<file path="config.mk">
export PLATFORM = sky130hd
export DESIGN_NAME = kgp_ports
export DESIGN_NICKNAME = d
export VERILOG_FILES = /design/src/verilog/kgp_pkg.sv /design/src/verilog/kgp_ports.sv
export VERILOG_INCLUDE_DIRS = /design/src /design/src/verilog
export SDC_FILE = /design/constraint.sdc
export NUM_CORES = 1
export LEC_CHECK = 0
export BUFFER_PORTS_ARGS = -buffer_cell sky130_fd_sc_hd__buf_4
export CORE_UTILIZATION = 42
export DETAILED_ROUTE_END_ITERATION = 10
export PLACE_DENSITY = 0.66
export SYNTH_ARGS = -nofsm -noshare
export SYNTH_HDL_FRONTEND = slang
export SYNTH_SLANG_ARGS = --single-unit
</file>
<file path="constraint.sdc">
create_clock -name ref_clk -period 2.83 [get_ports ref_clk]
set_input_delay 0.1415 -clock ref_clk [delete_from_list [all_inputs] [get_ports ref_clk]]
set_output_delay 0.1415 -clock ref_clk [all_outputs]
set_load 0.01 [all_outputs]
</file>
<file path="src/verilog/kgp_map.svh">
// Purpose: Register offsets, field positions and reset values for the key-scan ports
// Assumes: Nibble-wide register file and data memory, 25 MHz core clock
// Notes: Included by the port module; definitions only
`ifndef KGP_MAP_SVH
`define KGP_MAP_SVH
`define KGP_RF_POL      6'h05
`define KGP_RF_A_KEY    6'h06
`define KGP_RF_A_RES    6'h07
`define KGP_RF_E_KEY    6'h16
`define KGP_RF_E_PU     6'h17
`define KGP_RF_SEL      6'h1F
`define KGP_RF_A_DIR    6'h25
`define KGP_RF_E_DIR    6'h27
`define KGP_DM_E        7'h6F
`define KGP_DM_A        7'h70
`define KGP_DM_B        7'h71
`define KGP_SEL_BIT     1
`define KGP_B_RES_BIT   0
`define KGP_B_KEY_BIT   1
`define KGP_B_HL_BIT    2
`define KGP_NIB_RST     4'h0
`define KGP_TRI_RST     3'h0
`define KGP_BIT_RST     1'b0
`define KGP_NIB_ZERO    4'h0
`endif

</file>
<file path="src/verilog/kgp_pkg.sv">
// Purpose: Shared types for the key-scan ports
// Assumes: Four-bit data path
// Notes: Constants live in the map header
`default_nettype none
package kgp_pkg;
  typedef logic [3:0] kgp_nib_t;
  typedef enum logic {
    KGP_BANK0 = 1'b0,
    KGP_BANK1 = 1'b1
  } kgp_bank_e;
endpackage
`default_nettype wire

</file>
<file path="src/verilog/kgp_ports.sv">
// Purpose: Key-scan ports E (4 bit), A (3 bit) and B (1 bit, shared pin)
// Assumes: Pins are asynchronous and pass two flip-flops; one core clock
// Notes: Read data appears one clock after the address; pin controls lag config by one clock
`include "kgp_map.svh"
`default_nettype none
module kgp_ports
  import kgp_pkg::*;
(
  input  wire logic       ref_clk,
  input  wire logic       rst_n,
  input  wire logic       rf_wr,
  input  wire logic [5:0] rf_addr,
  input  wire logic [3:0] rf_wdata,
  output var  logic [3:0] rf_rdata,
  input  wire logic       dm_wr,
  input  wire logic       dm_bank,
  input  wire logic [6:0] dm_addr,
  input  wire logic [3:0] dm_wdata,
  output var  logic [3:0] dm_rdata,
  input  wire logic [3:0] porte_pin_i,
  output var  logic [3:0] porte_pin_o,
  output var  logic [3:0] porte_pin_oe,
  output var  logic [3:0] porte_pullup,
  input  wire logic [2:0] porta_pin_i,
  output var  logic [2:0] porta_pin_o,
  output var  logic [2:0] porta_pin_oe,
  output var  logic [2:0] porta_pullup,
  output var  logic [2:0] porta_pulldown,
  input  wire logic       shared_pin_i,
  output var  logic       portb_pullup,
  output var  logic       portb_pulldown,
  output var  logic       ext_int_edge,
  output var  logic       standby_release
);

  kgp_nib_t   porte_direction_q;
  kgp_nib_t   porte_keymatrix_select_q;
  kgp_nib_t   porte_pullup_enable_q;
  kgp_nib_t   porte_latch_q;
  logic [2:0] porta_direction_q;
  logic [2:0] porta_keymatrix_select_q;
  logic [2:0] porta_resistor_enable_q;
  logic [2:0] porta_latch_q;
  kgp_nib_t   polarity_cfg_q;
  logic       shared_pin_select_q;
  logic [3:0] pe_s1_q;
  logic [3:0] pe_s2_q;
  logic [2:0] pa_s1_q;
  logic [2:0] pa_s2_q;
  logic       pb_s1_q;
  logic       pb_s2_q;
  logic       pb_s3_q;
  logic       rf_hit;
  logic       dm_e_hit;
  logic       dm_a_hit;
  logic       dm_b_hit;
  logic [3:0] porte_view;
  logic [2:0] porta_view;
  logic       portb_view;
  logic       pb_res;
  logic       pb_key;
  logic       pb_hl;
  logic [3:0] pe_oe_d;
  logic [3:0] pe_o_d;
  logic [3:0] pe_pu_d;
  logic [3:0] pe_wake;
  logic [2:0] pa_oe_d;
  logic [2:0] pa_o_d;
  logic [2:0] pa_pu_d;
  logic [2:0] pa_pd_d;
  logic [2:0] pa_wake;
  logic       pb_wake;
  logic       wake_d;
  logic       edge_d;

  assign rf_hit   = rf_wr;
  assign dm_e_hit = (dm_bank == KGP_BANK0) && (dm_addr == `KGP_DM_E);
  assign dm_a_hit = (dm_bank == KGP_BANK1) && (dm_addr == `KGP_DM_A);
  assign dm_b_hit = (dm_bank == KGP_BANK1) && (dm_addr == `KGP_DM_B);

  // Register file writes; unmapped addresses are ignored
  always_ff @(posedge ref_clk) begin
    if (!rst_n) begin
      porte_direction_q        <= `KGP_NIB_RST;
      porte_keymatrix_select_q <= `KGP_NIB_RST;
      porte_pullup_enable_q    <= `KGP_NIB_RST;
      porta_direction_q        <= `KGP_TRI_RST;
      porta_keymatrix_select_q <= `KGP_TRI_RST;
      porta_resistor_enable_q  <= `KGP_TRI_RST;
      polarity_cfg_q           <= `KGP_NIB_RST;
      shared_pin_select_q      <= `KGP_BIT_RST;
    end else if (rf_hit) begin
      unique case (rf_addr)
        `KGP_RF_E_DIR: porte_direction_q        <= rf_wdata;
        `KGP_RF_E_KEY: porte_keymatrix_select_q <= rf_wdata;
        `KGP_RF_E_PU:  porte_pullup_enable_q    <= rf_wdata;
        `KGP_RF_A_DIR: porta_direction_q        <= rf_wdata[2:0];
        `KGP_RF_A_KEY: porta_keymatrix_select_q <= rf_wdata[2:0];
        `KGP_RF_A_RES: porta_resistor_enable_q  <= rf_wdata[2:0];
        `KGP_RF_POL:   polarity_cfg_q           <= rf_wdata;
        `KGP_RF_SEL:   shared_pin_select_q      <= rf_wdata[`KGP_SEL_BIT];
        default: ;
      endcase
    end
  end

  // Output latches take every write, so a later switch to output shows fresh data
  always_ff @(posedge ref_clk) begin
    if (!rst_n) begin
      porte_latch_q <= `KGP_NIB_RST;
      porta_latch_q <= `KGP_TRI_RST;
    end else if (dm_wr) begin
      if (dm_e_hit) begin
        porte_latch_q <= dm_wdata;
      end
      if (dm_a_hit) begin
        porta_latch_q <= dm_wdata[2:0];
      end
    end
  end

  // Two-stage synchronisers plus a third port B stage; the second stage feeds logic, the third only the edge detect
  always_ff @(posedge ref_clk) begin
    if (!rst_n) begin
      pe_s1_q <= 4'h0;
      pe_s2_q <= 4'h0;
      pa_s1_q <= 3'h0;
      pa_s2_q <= 3'h0;
      pb_s1_q <= 1'b0;
      pb_s2_q <= 1'b0;
      pb_s3_q <= 1'b0;
    end else begin
      pe_s1_q <= porte_pin_i;
      pe_s2_q <= pe_s1_q;
      pa_s1_q <= porta_pin_i;
      pa_s2_q <= pa_s1_q;
      pb_s1_q <= shared_pin_i;
      pb_s2_q <= pb_s1_q;
      pb_s3_q <= pb_s2_q;
    end
  end

  // Port E and A read views mix latch and pin bit by bit; port B reads its pin, zero while the interrupt owns it
  assign porte_view = (porte_direction_q & porte_latch_q) |
                      (~porte_direction_q & pe_s2_q);
  assign porta_view = (porta_direction_q & porta_latch_q) |
                      (~porta_direction_q & pa_s2_q);
  assign portb_view = pb_s2_q & ~shared_pin_select_q;

  // Register file read, one clock after the address
  always_ff @(posedge ref_clk) begin
    if (!rst_n) begin
      rf_rdata <= `KGP_NIB_ZERO;
    end else begin
      unique case (rf_addr)
        `KGP_RF_E_DIR: rf_rdata <= porte_direction_q;
        `KGP_RF_E_KEY: rf_rdata <= porte_keymatrix_select_q;
        `KGP_RF_E_PU:  rf_rdata <= porte_pullup_enable_q;
        `KGP_RF_A_DIR: rf_rdata <= {1'b0, porta_direction_q};
        `KGP_RF_A_KEY: rf_rdata <= {1'b0, porta_keymatrix_select_q};
        `KGP_RF_A_RES: rf_rdata <= {1'b0, porta_resistor_enable_q};
        `KGP_RF_POL:   rf_rdata <= polarity_cfg_q;
        `KGP_RF_SEL:   rf_rdata <= {2'b00, shared_pin_select_q, 1'b0};
        default:       rf_rdata <= `KGP_NIB_ZERO;
      endcase
    end
  end

  // Data memory read; port B is never written, writes there are dropped
  always_ff @(posedge ref_clk) begin
    if (!rst_n) begin
      dm_rdata <= `KGP_NIB_ZERO;
    end else if (dm_e_hit) begin
      dm_rdata <= porte_view;
    end else if (dm_a_hit) begin
      dm_rdata <= {1'b0, porta_view};
    end else if (dm_b_hit) begin
      dm_rdata <= {3'b000, portb_view};
    end else begin
      dm_rdata <= `KGP_NIB_ZERO;
    end
  end

  // Port E pin control per bit
  genvar ge;
  generate
    for (ge = 0; ge < 4; ge++) begin : g_pe
      // Open drain only pulls low, so a high latch releases the pin
      assign pe_oe_d[ge] = porte_direction_q[ge] &
                           (~porte_keymatrix_select_q[ge] | ~porte_latch_q[ge]);
      assign pe_o_d[ge]  = porte_latch_q[ge] & ~porte_keymatrix_select_q[ge];
      // Key input forces pull-up, key output has none; without key select the enable holds in either mode
      assign pe_pu_d[ge] = (porte_keymatrix_select_q[ge] & ~porte_direction_q[ge]) |
                           (~porte_keymatrix_select_q[ge] & porte_pullup_enable_q[ge]);
      assign pe_wake[ge] = porte_keymatrix_select_q[ge] & ~porte_direction_q[ge] &
                           ~pe_s2_q[ge];
    end
  endgenerate

  // Port A pin control per bit; resistors only while the bit is an input
  genvar ga;
  generate
    for (ga = 0; ga < 3; ga++) begin : g_pa
      logic in_res;
      assign in_res      = ~porta_direction_q[ga] & porta_resistor_enable_q[ga];
      assign pa_oe_d[ga] = porta_direction_q[ga] &
                           (~porta_keymatrix_select_q[ga] | ~porta_latch_q[ga]);
      assign pa_o_d[ga]  = porta_latch_q[ga] & ~porta_keymatrix_select_q[ga];
      assign pa_pu_d[ga] = in_res & ~polarity_cfg_q[ga];
      assign pa_pd_d[ga] = in_res & polarity_cfg_q[ga];
      assign pa_wake[ga] = porta_keymatrix_select_q[ga] & ~porta_direction_q[ga] &
                           (pa_s2_q[ga] == polarity_cfg_q[ga]);
    end
  endgenerate

  // Port B fields and wake; no pulls while the pin serves the interrupt
  assign pb_res  = polarity_cfg_q[`KGP_B_RES_BIT];
  assign pb_key  = polarity_cfg_q[`KGP_B_KEY_BIT];
  assign pb_hl   = polarity_cfg_q[`KGP_B_HL_BIT];
  assign pb_wake = ~shared_pin_select_q & pb_key & (pb_s2_q == pb_hl);
  assign wake_d  = (|pe_wake) | (|pa_wake) | pb_wake;
  assign edge_d  = shared_pin_select_q & (pb_s2_q ^ pb_s3_q);

  // Registered pin controls; one clock from config change to pin
  always_ff @(posedge ref_clk) begin
    if (!rst_n) begin
      porte_pin_o    <= 4'h0;
      porte_pin_oe   <= 4'h0;
      porte_pullup   <= 4'h0;
      porta_pin_o    <= 3'h0;
      porta_pin_oe   <= 3'h0;
      porta_pullup   <= 3'h0;
      porta_pulldown <= 3'h0;
      portb_pullup   <= 1'b0;
      portb_pulldown <= 1'b0;
    end else begin
      porte_pin_o    <= pe_o_d;
      porte_pin_oe   <= pe_oe_d;
      porte_pullup   <= pe_pu_d;
      porta_pin_o    <= pa_o_d;
      porta_pin_oe   <= pa_oe_d;
      porta_pullup   <= pa_pu_d;
      porta_pulldown <= pa_pd_d;
      portb_pullup   <= ~shared_pin_select_q & pb_res & ~pb_hl;
      portb_pulldown <= ~shared_pin_select_q & pb_res & pb_hl;
    end
  end

  // Wake level and interrupt edge pulse
  always_ff @(posedge ref_clk) begin
    if (!rst_n) begin
      standby_release <= 1'b0;
      ext_int_edge    <= 1'b0;
    end else begin
      standby_release <= wake_d;
      ext_int_edge    <= edge_d;
    end
  end

  property p_e_push;
    @(posedge ref_clk) disable iff (!rst_n)
      (porte_direction_q[0] && !porte_keymatrix_select_q[0]) |=>
        porte_pin_oe[0] && (porte_pin_o[0] == $past(porte_latch_q[0]));
  endproperty
  a_e_push: assert property (p_e_push) else $error("port E push-pull wrong");

  property p_e_od;
    @(posedge ref_clk) disable iff (!rst_n)
      (porte_direction_q[1] && porte_keymatrix_select_q[1]) |=>
        !porte_pin_o[1] && (porte_pin_oe[1] == !$past(porte_latch_q[1]));
  endproperty
  a_e_od: assert property (p_e_od) else $error("port E open drain wrong");

  property p_e_in;
    @(posedge ref_clk) disable iff (!rst_n)
      !porte_direction_q[2] |=> !porte_pin_oe[2];
  endproperty
  a_e_in: assert property (p_e_in) else $error("port E input driven");

  property p_e_keypu;
    @(posedge ref_clk) disable iff (!rst_n)
      (!porte_direction_q[3] && porte_keymatrix_select_q[3]) |=> porte_pullup[3];
  endproperty
  a_e_keypu: assert property (p_e_keypu) else $error("key input lacks pull-up");

  property p_e_pukeep;
    @(posedge ref_clk) disable iff (!rst_n)
      (!porte_keymatrix_select_q[0] && porte_pullup_enable_q[0]) |=> porte_pullup[0];
  endproperty
  a_e_pukeep: assert property (p_e_pukeep) else $error("pull-up dropped");

  property p_e_read;
    @(posedge ref_clk) disable iff (!rst_n)
      dm_e_hit |=> dm_rdata == $past(porte_view);
  endproperty
  a_e_read: assert property (p_e_read) else $error("port E read wrong");

  property p_a_pd;
    @(posedge ref_clk) disable iff (!rst_n)
      (!porta_direction_q[0] && porta_resistor_enable_q[0] && polarity_cfg_q[0]) |=>
        porta_pulldown[0] && !porta_pullup[0];
  endproperty
  a_a_pd: assert property (p_a_pd) else $error("port A pull-down wrong");

  property p_b_noout;
    @(posedge ref_clk) disable iff (!rst_n)
      shared_pin_select_q |=> !portb_pullup && !portb_pulldown;
  endproperty
  a_b_noout: assert property (p_b_noout) else $error("port B active as interrupt");

  property p_b_intread;
    @(posedge ref_clk) disable iff (!rst_n)
      (shared_pin_select_q && dm_b_hit) |=> dm_rdata == `KGP_NIB_ZERO;
  endproperty
  a_b_intread: assert property (p_b_intread) else $error("port B read as interrupt");

  property p_int_edge;
    @(posedge ref_clk) disable iff (!rst_n)
      (shared_pin_select_q && $changed(pb_s2_q)) |=> ext_int_edge;
  endproperty
  a_int_edge: assert property (p_int_edge) else $error("edge not flagged");

  property p_wake;
    @(posedge ref_clk) disable iff (!rst_n)
      (porte_keymatrix_select_q[0] && !porte_direction_q[0] && !pe_s2_q[0]) |=>
        standby_release;
  endproperty
  a_wake: assert property (p_wake) else $error("wake missed");

  property p_rst;
    @(posedge ref_clk)
      !rst_n |=> !(|porte_pin_oe) && !(|porte_pullup) && !(|porta_pin_oe) &&
        !(|porta_pullup) && !(|porta_pulldown) && !portb_pullup && !portb_pulldown &&
        !shared_pin_select_q;
  endproperty
  a_rst: assert property (p_rst) else $error("reset state wrong");

  property p_a_push;
    @(posedge ref_clk) disable iff (!rst_n)
      (porta_direction_q[1] && !porta_keymatrix_select_q[1]) |=>
        porta_pin_oe[1] && (porta_pin_o[1] == $past(porta_latch_q[1]));
  endproperty
  a_a_push: assert property (p_a_push) else $error("port A push-pull wrong");

  property p_a_od;
    @(posedge ref_clk) disable iff (!rst_n)
      (porta_direction_q[2] && porta_keymatrix_select_q[2]) |=>
        !porta_pin_o[2] && (porta_pin_oe[2] == !$past(porta_latch_q[2]));
  endproperty
  a_a_od: assert property (p_a_od) else $error("port A open drain wrong");

  property p_a_pu;
    @(posedge ref_clk) disable iff (!rst_n)
      (!porta_direction_q[2] && porta_resistor_enable_q[2] && !polarity_cfg_q[2]) |=>
        porta_pullup[2] && !porta_pulldown[2];
  endproperty
  a_a_pu: assert property (p_a_pu) else $error("port A pull-up wrong");

  property p_a_wake;
    @(posedge ref_clk) disable iff (!rst_n)
      (porta_keymatrix_select_q[1] && !porta_direction_q[1] &&
        (pa_s2_q[1] == polarity_cfg_q[1])) |=> standby_release;
  endproperty
  a_a_wake: assert property (p_a_wake) else $error("port A wake missed");

  property p_b_wake;
    @(posedge ref_clk) disable iff (!rst_n)
      (!shared_pin_select_q && pb_key && (pb_s2_q == pb_hl)) |=> standby_release;
  endproperty
  a_b_wake: assert property (p_b_wake) else $error("port B wake missed");

  property p_b_pull;
    @(posedge ref_clk) disable iff (!rst_n)
      (!shared_pin_select_q && pb_res) |=>
        (portb_pullup == !$past(pb_hl)) && (portb_pulldown == $past(pb_hl));
  endproperty
  a_b_pull: assert property (p_b_pull) else $error("port B pull wrong");

  property p_plain_nowake;
    @(posedge ref_clk) disable iff (!rst_n)
      (!(|porte_keymatrix_select_q) && !(|porta_keymatrix_select_q) && !pb_key) |=>
        !standby_release;
  endproperty
  a_plain_nowake: assert property (p_plain_nowake) else $error("plain input woke");

endmodule
`default_nettype wire

</file>
==> results_dict.tcl <==
set metrics [dict create \
    slew_violations 0 \
    clkLatencyLatePin_ns 0.35 \
    maxClockFrequency_mhz 796 \
    clk_path_buf_depth 2 \
    status "finished clean" \
    drt_iter0_markers 120 \
    mostFrequentLayoutCell "dfxtp_1" \
    synth_area_um2 3330 \
    clock_sinks 86 \
    rsz0062_at_grt "false" \
    synth_edf_count 0 \
    place.gp.congestion 0.883 \
    cp-endpoint "standby_release" \
    clockPowerShare_pct 43.2 \
    crit_type "flop to flop" \
    fin_crit_ns 1.26 \
    ys_seq_area_share_pct 51.7 \
    worst_setup_path_start_kind "flop" \
    cts_setup_buffers 0 \
    io_pins 70 \
    slew_headroom_pct 43.9 \
    crit_path_end_kind "flop" \
    rows 32 \
    grt_pass1_vias 2443 \
    num_vias 2583 \
    die_area_um2 8290 \
    first_pass_iters 4 \
    crit_path_max_fanout 8 \
    r2r_end "standby_release" \
    top_usage_layer "met2" \
    seq_power_share_pct 51.4 \
    finalClockSkew_ns 0.00943 \
    peakVddDrop_uv 364 \
    cts-root-buf "clkbuf_8" \
    start_util_pct 43.3 \
    drt-vias-per-instance 5.11 \
    cap_violations 0 \
    hold_violations 0 \
    hold_path.class "input port to flop" \
    final_cell_mix "dfxtp_1, buf_4, nor2_1" \
    drive_above_1_share_pct 23.3 \
    grt_use_met2_pct 30.1 \
    setup_viol 0 \
    p_int_uw 1900 \
    path_clk_slew_ns 0.08 \
    synth_nets 363 \
    startpoint "polarity_cfg_q[2]" \
    finalCritPeriodShare_pct 44.4 \
    p_sw_uw 499 \
    grt_max_degree 51 \
    die_h_um 91.0 \
    netSwitchingFraction_pct 20.8 \
    rr_worst_depth 4 \
    grt_pass1_wl_mm 12.3 \
    reg2reg_slack_ns 1.57 \
    use_met1_pct 25.9 \
    cts_made_buffers 9 \
    hpwl_mm 5.31 \
    syn_to_final_growth_pct 26.3 \
    antenna_found_initial 0 \
    avgSynthCellArea_um2 10.1 \
    synthArstFlopShare_pct 0 \
    netlist_instances 329 \
    cellLeakagePower_uw 0.00175 \
    use_met3_pct 3.69 \
    tightest_slew_ns 0.841 \
    drc 0 \
    antenna-diode-count 0 \
    power.density_nw_per_um2 569 \
    nets 432 \
    grt_overflow 0 \
    postRouteAntennaNets 0 \
    core-area_um2 7690 \
    die_x_um 91.0 \
    fillers 721 \
    portBuffers 69 \
    total_power_uw 2390 \
    combPwrFrac_pct 5.5 \
    critPathRequiredTime_ns 3.02 \
    worstPathArrival_ns 1.45 \
    fin_setup_tns_ns 0 \
    cts_tree "yes" \
    post_drt_wl_per_cell_um 14.9 \
    yosys_register_bits 86 \
    r2r_start "polarity_cfg_q[2]" \
    cts_resized 0 \
    ys.flop_type "dfxtp_1" \
    h-tree-depth 3 \
    yosysUniqueCellTypes 46 \
    yosys_warnings 0 \
    grt_usage_pct 19.3 \
    finalWirelength_mm 7.52 \
]
cell type report:
type	count	area (um2)	area share [%]
Tap cell	102	128	3.03
Sequential cell	86	1720	40.9
Clock inverter	5	104	2.47
Inverter	7	26.3	0.625
Clock buffer	11	141	3.36
Timing Repair Buffer	76	588	14.0
Multi-Input combinational cell	218	1500	35.6
power by group through the flow:
stage,Clock [uW],Combinational [uW],Sequential (uW)
finish,1030,131,1230
floorplan,0,66.4,1260
detailed placement,0,123,1260
CTS,1050,131,1230
global route,1110,143,1230
global placement,0,122,1260
kinds of logic after synthesis:
| group | share of synthesized area, % |
|---|---|
| compound gates | 7.29 |
| xor+xnor | 1.32 |
| buf+inv | 3.34 |
| flops | 51.7 |
| mux | 13.7 |
| simple gates | 22.6 |
critical path: stages (launching register included):
cell and delay, ns:
dfxtp_1 0.51, xor2_1 0.17, nor3b_1 0.07, a31oi_1 0.19, a41oi_1 0.15
cells in the mapped netlist (3+ instances only):
master	number	area, um2
dfxtp_1	86	1720
clkbuf_1	14	52.6
nor2_1	42	158
nand4_1	5	31.3
nor4b_1	4	35.0
inv_1	5	18.8
nor3b_1	11	82.6
xnor2_1	3	26.3
mux2i_1	40	400
a211oi_1	6	45.0
nand3_1	9	45.0
mux2_2	3	33.8
nor3_1	6	30.0
a21oi_1	12	60.1
a22oi_1	3	22.5
and2_1	17	106
nand2_1	14	52.6
o21ai_1	5	25.0
how the worst min path moves through the flow:
stage	start	endpoint	slack [ns]	cells past startpoint
after floorplan	porta_pin_i[0]	pa_s1_q[0]	0.27	1
after global placement	porte_pin_i[0]	pe_s1_q[0]	0.35	2
after detailed placement	porta_pin_i[0]	pa_s1_q[0]	0.35	2
after CTS	porta_pin_i[1]	pa_s1_q[1]	0.0009	2
after global routing	porta_pin_i[1]	pa_s1_q[1]	0.006	2
final	porta_pin_i[1]	pa_s1_q[1]	0.003	2
routing by layer:
layer	wire length, um	up-vias
li1	-	1296
met1	3590	1205
met2	3460	71
met3	326	11
met4	136	0
met5	0	-
through the flow:
step / cells / cell area (um2) / hold slack, ns / utilization, % / worst slack (ns)
detailed placement: 482 / 3890 / 0.352 / 50.6 / 1.25
CTS: 505 / 4210 / 0.000876 / 54.7 / 1.55
global placement: 482 / 3890 / 0.349 / 50.6 / 1.29
finish: 505 / 4210 / 0.00277 / 54.7 / 1.57
global route: 505 / 4210 / 0.00648 / 54.7 / 1.44
floorplan: 329 / 3330 / 0.269 / - / 1.44
what timing repair did:
action / CTS / global route
hold buffers: 7 / 0
endpoints found under the setup margin: 0 / 0
hold endpoints to repair: 7 / 0
Note: power is estimated with default switching activity, not from simulation.
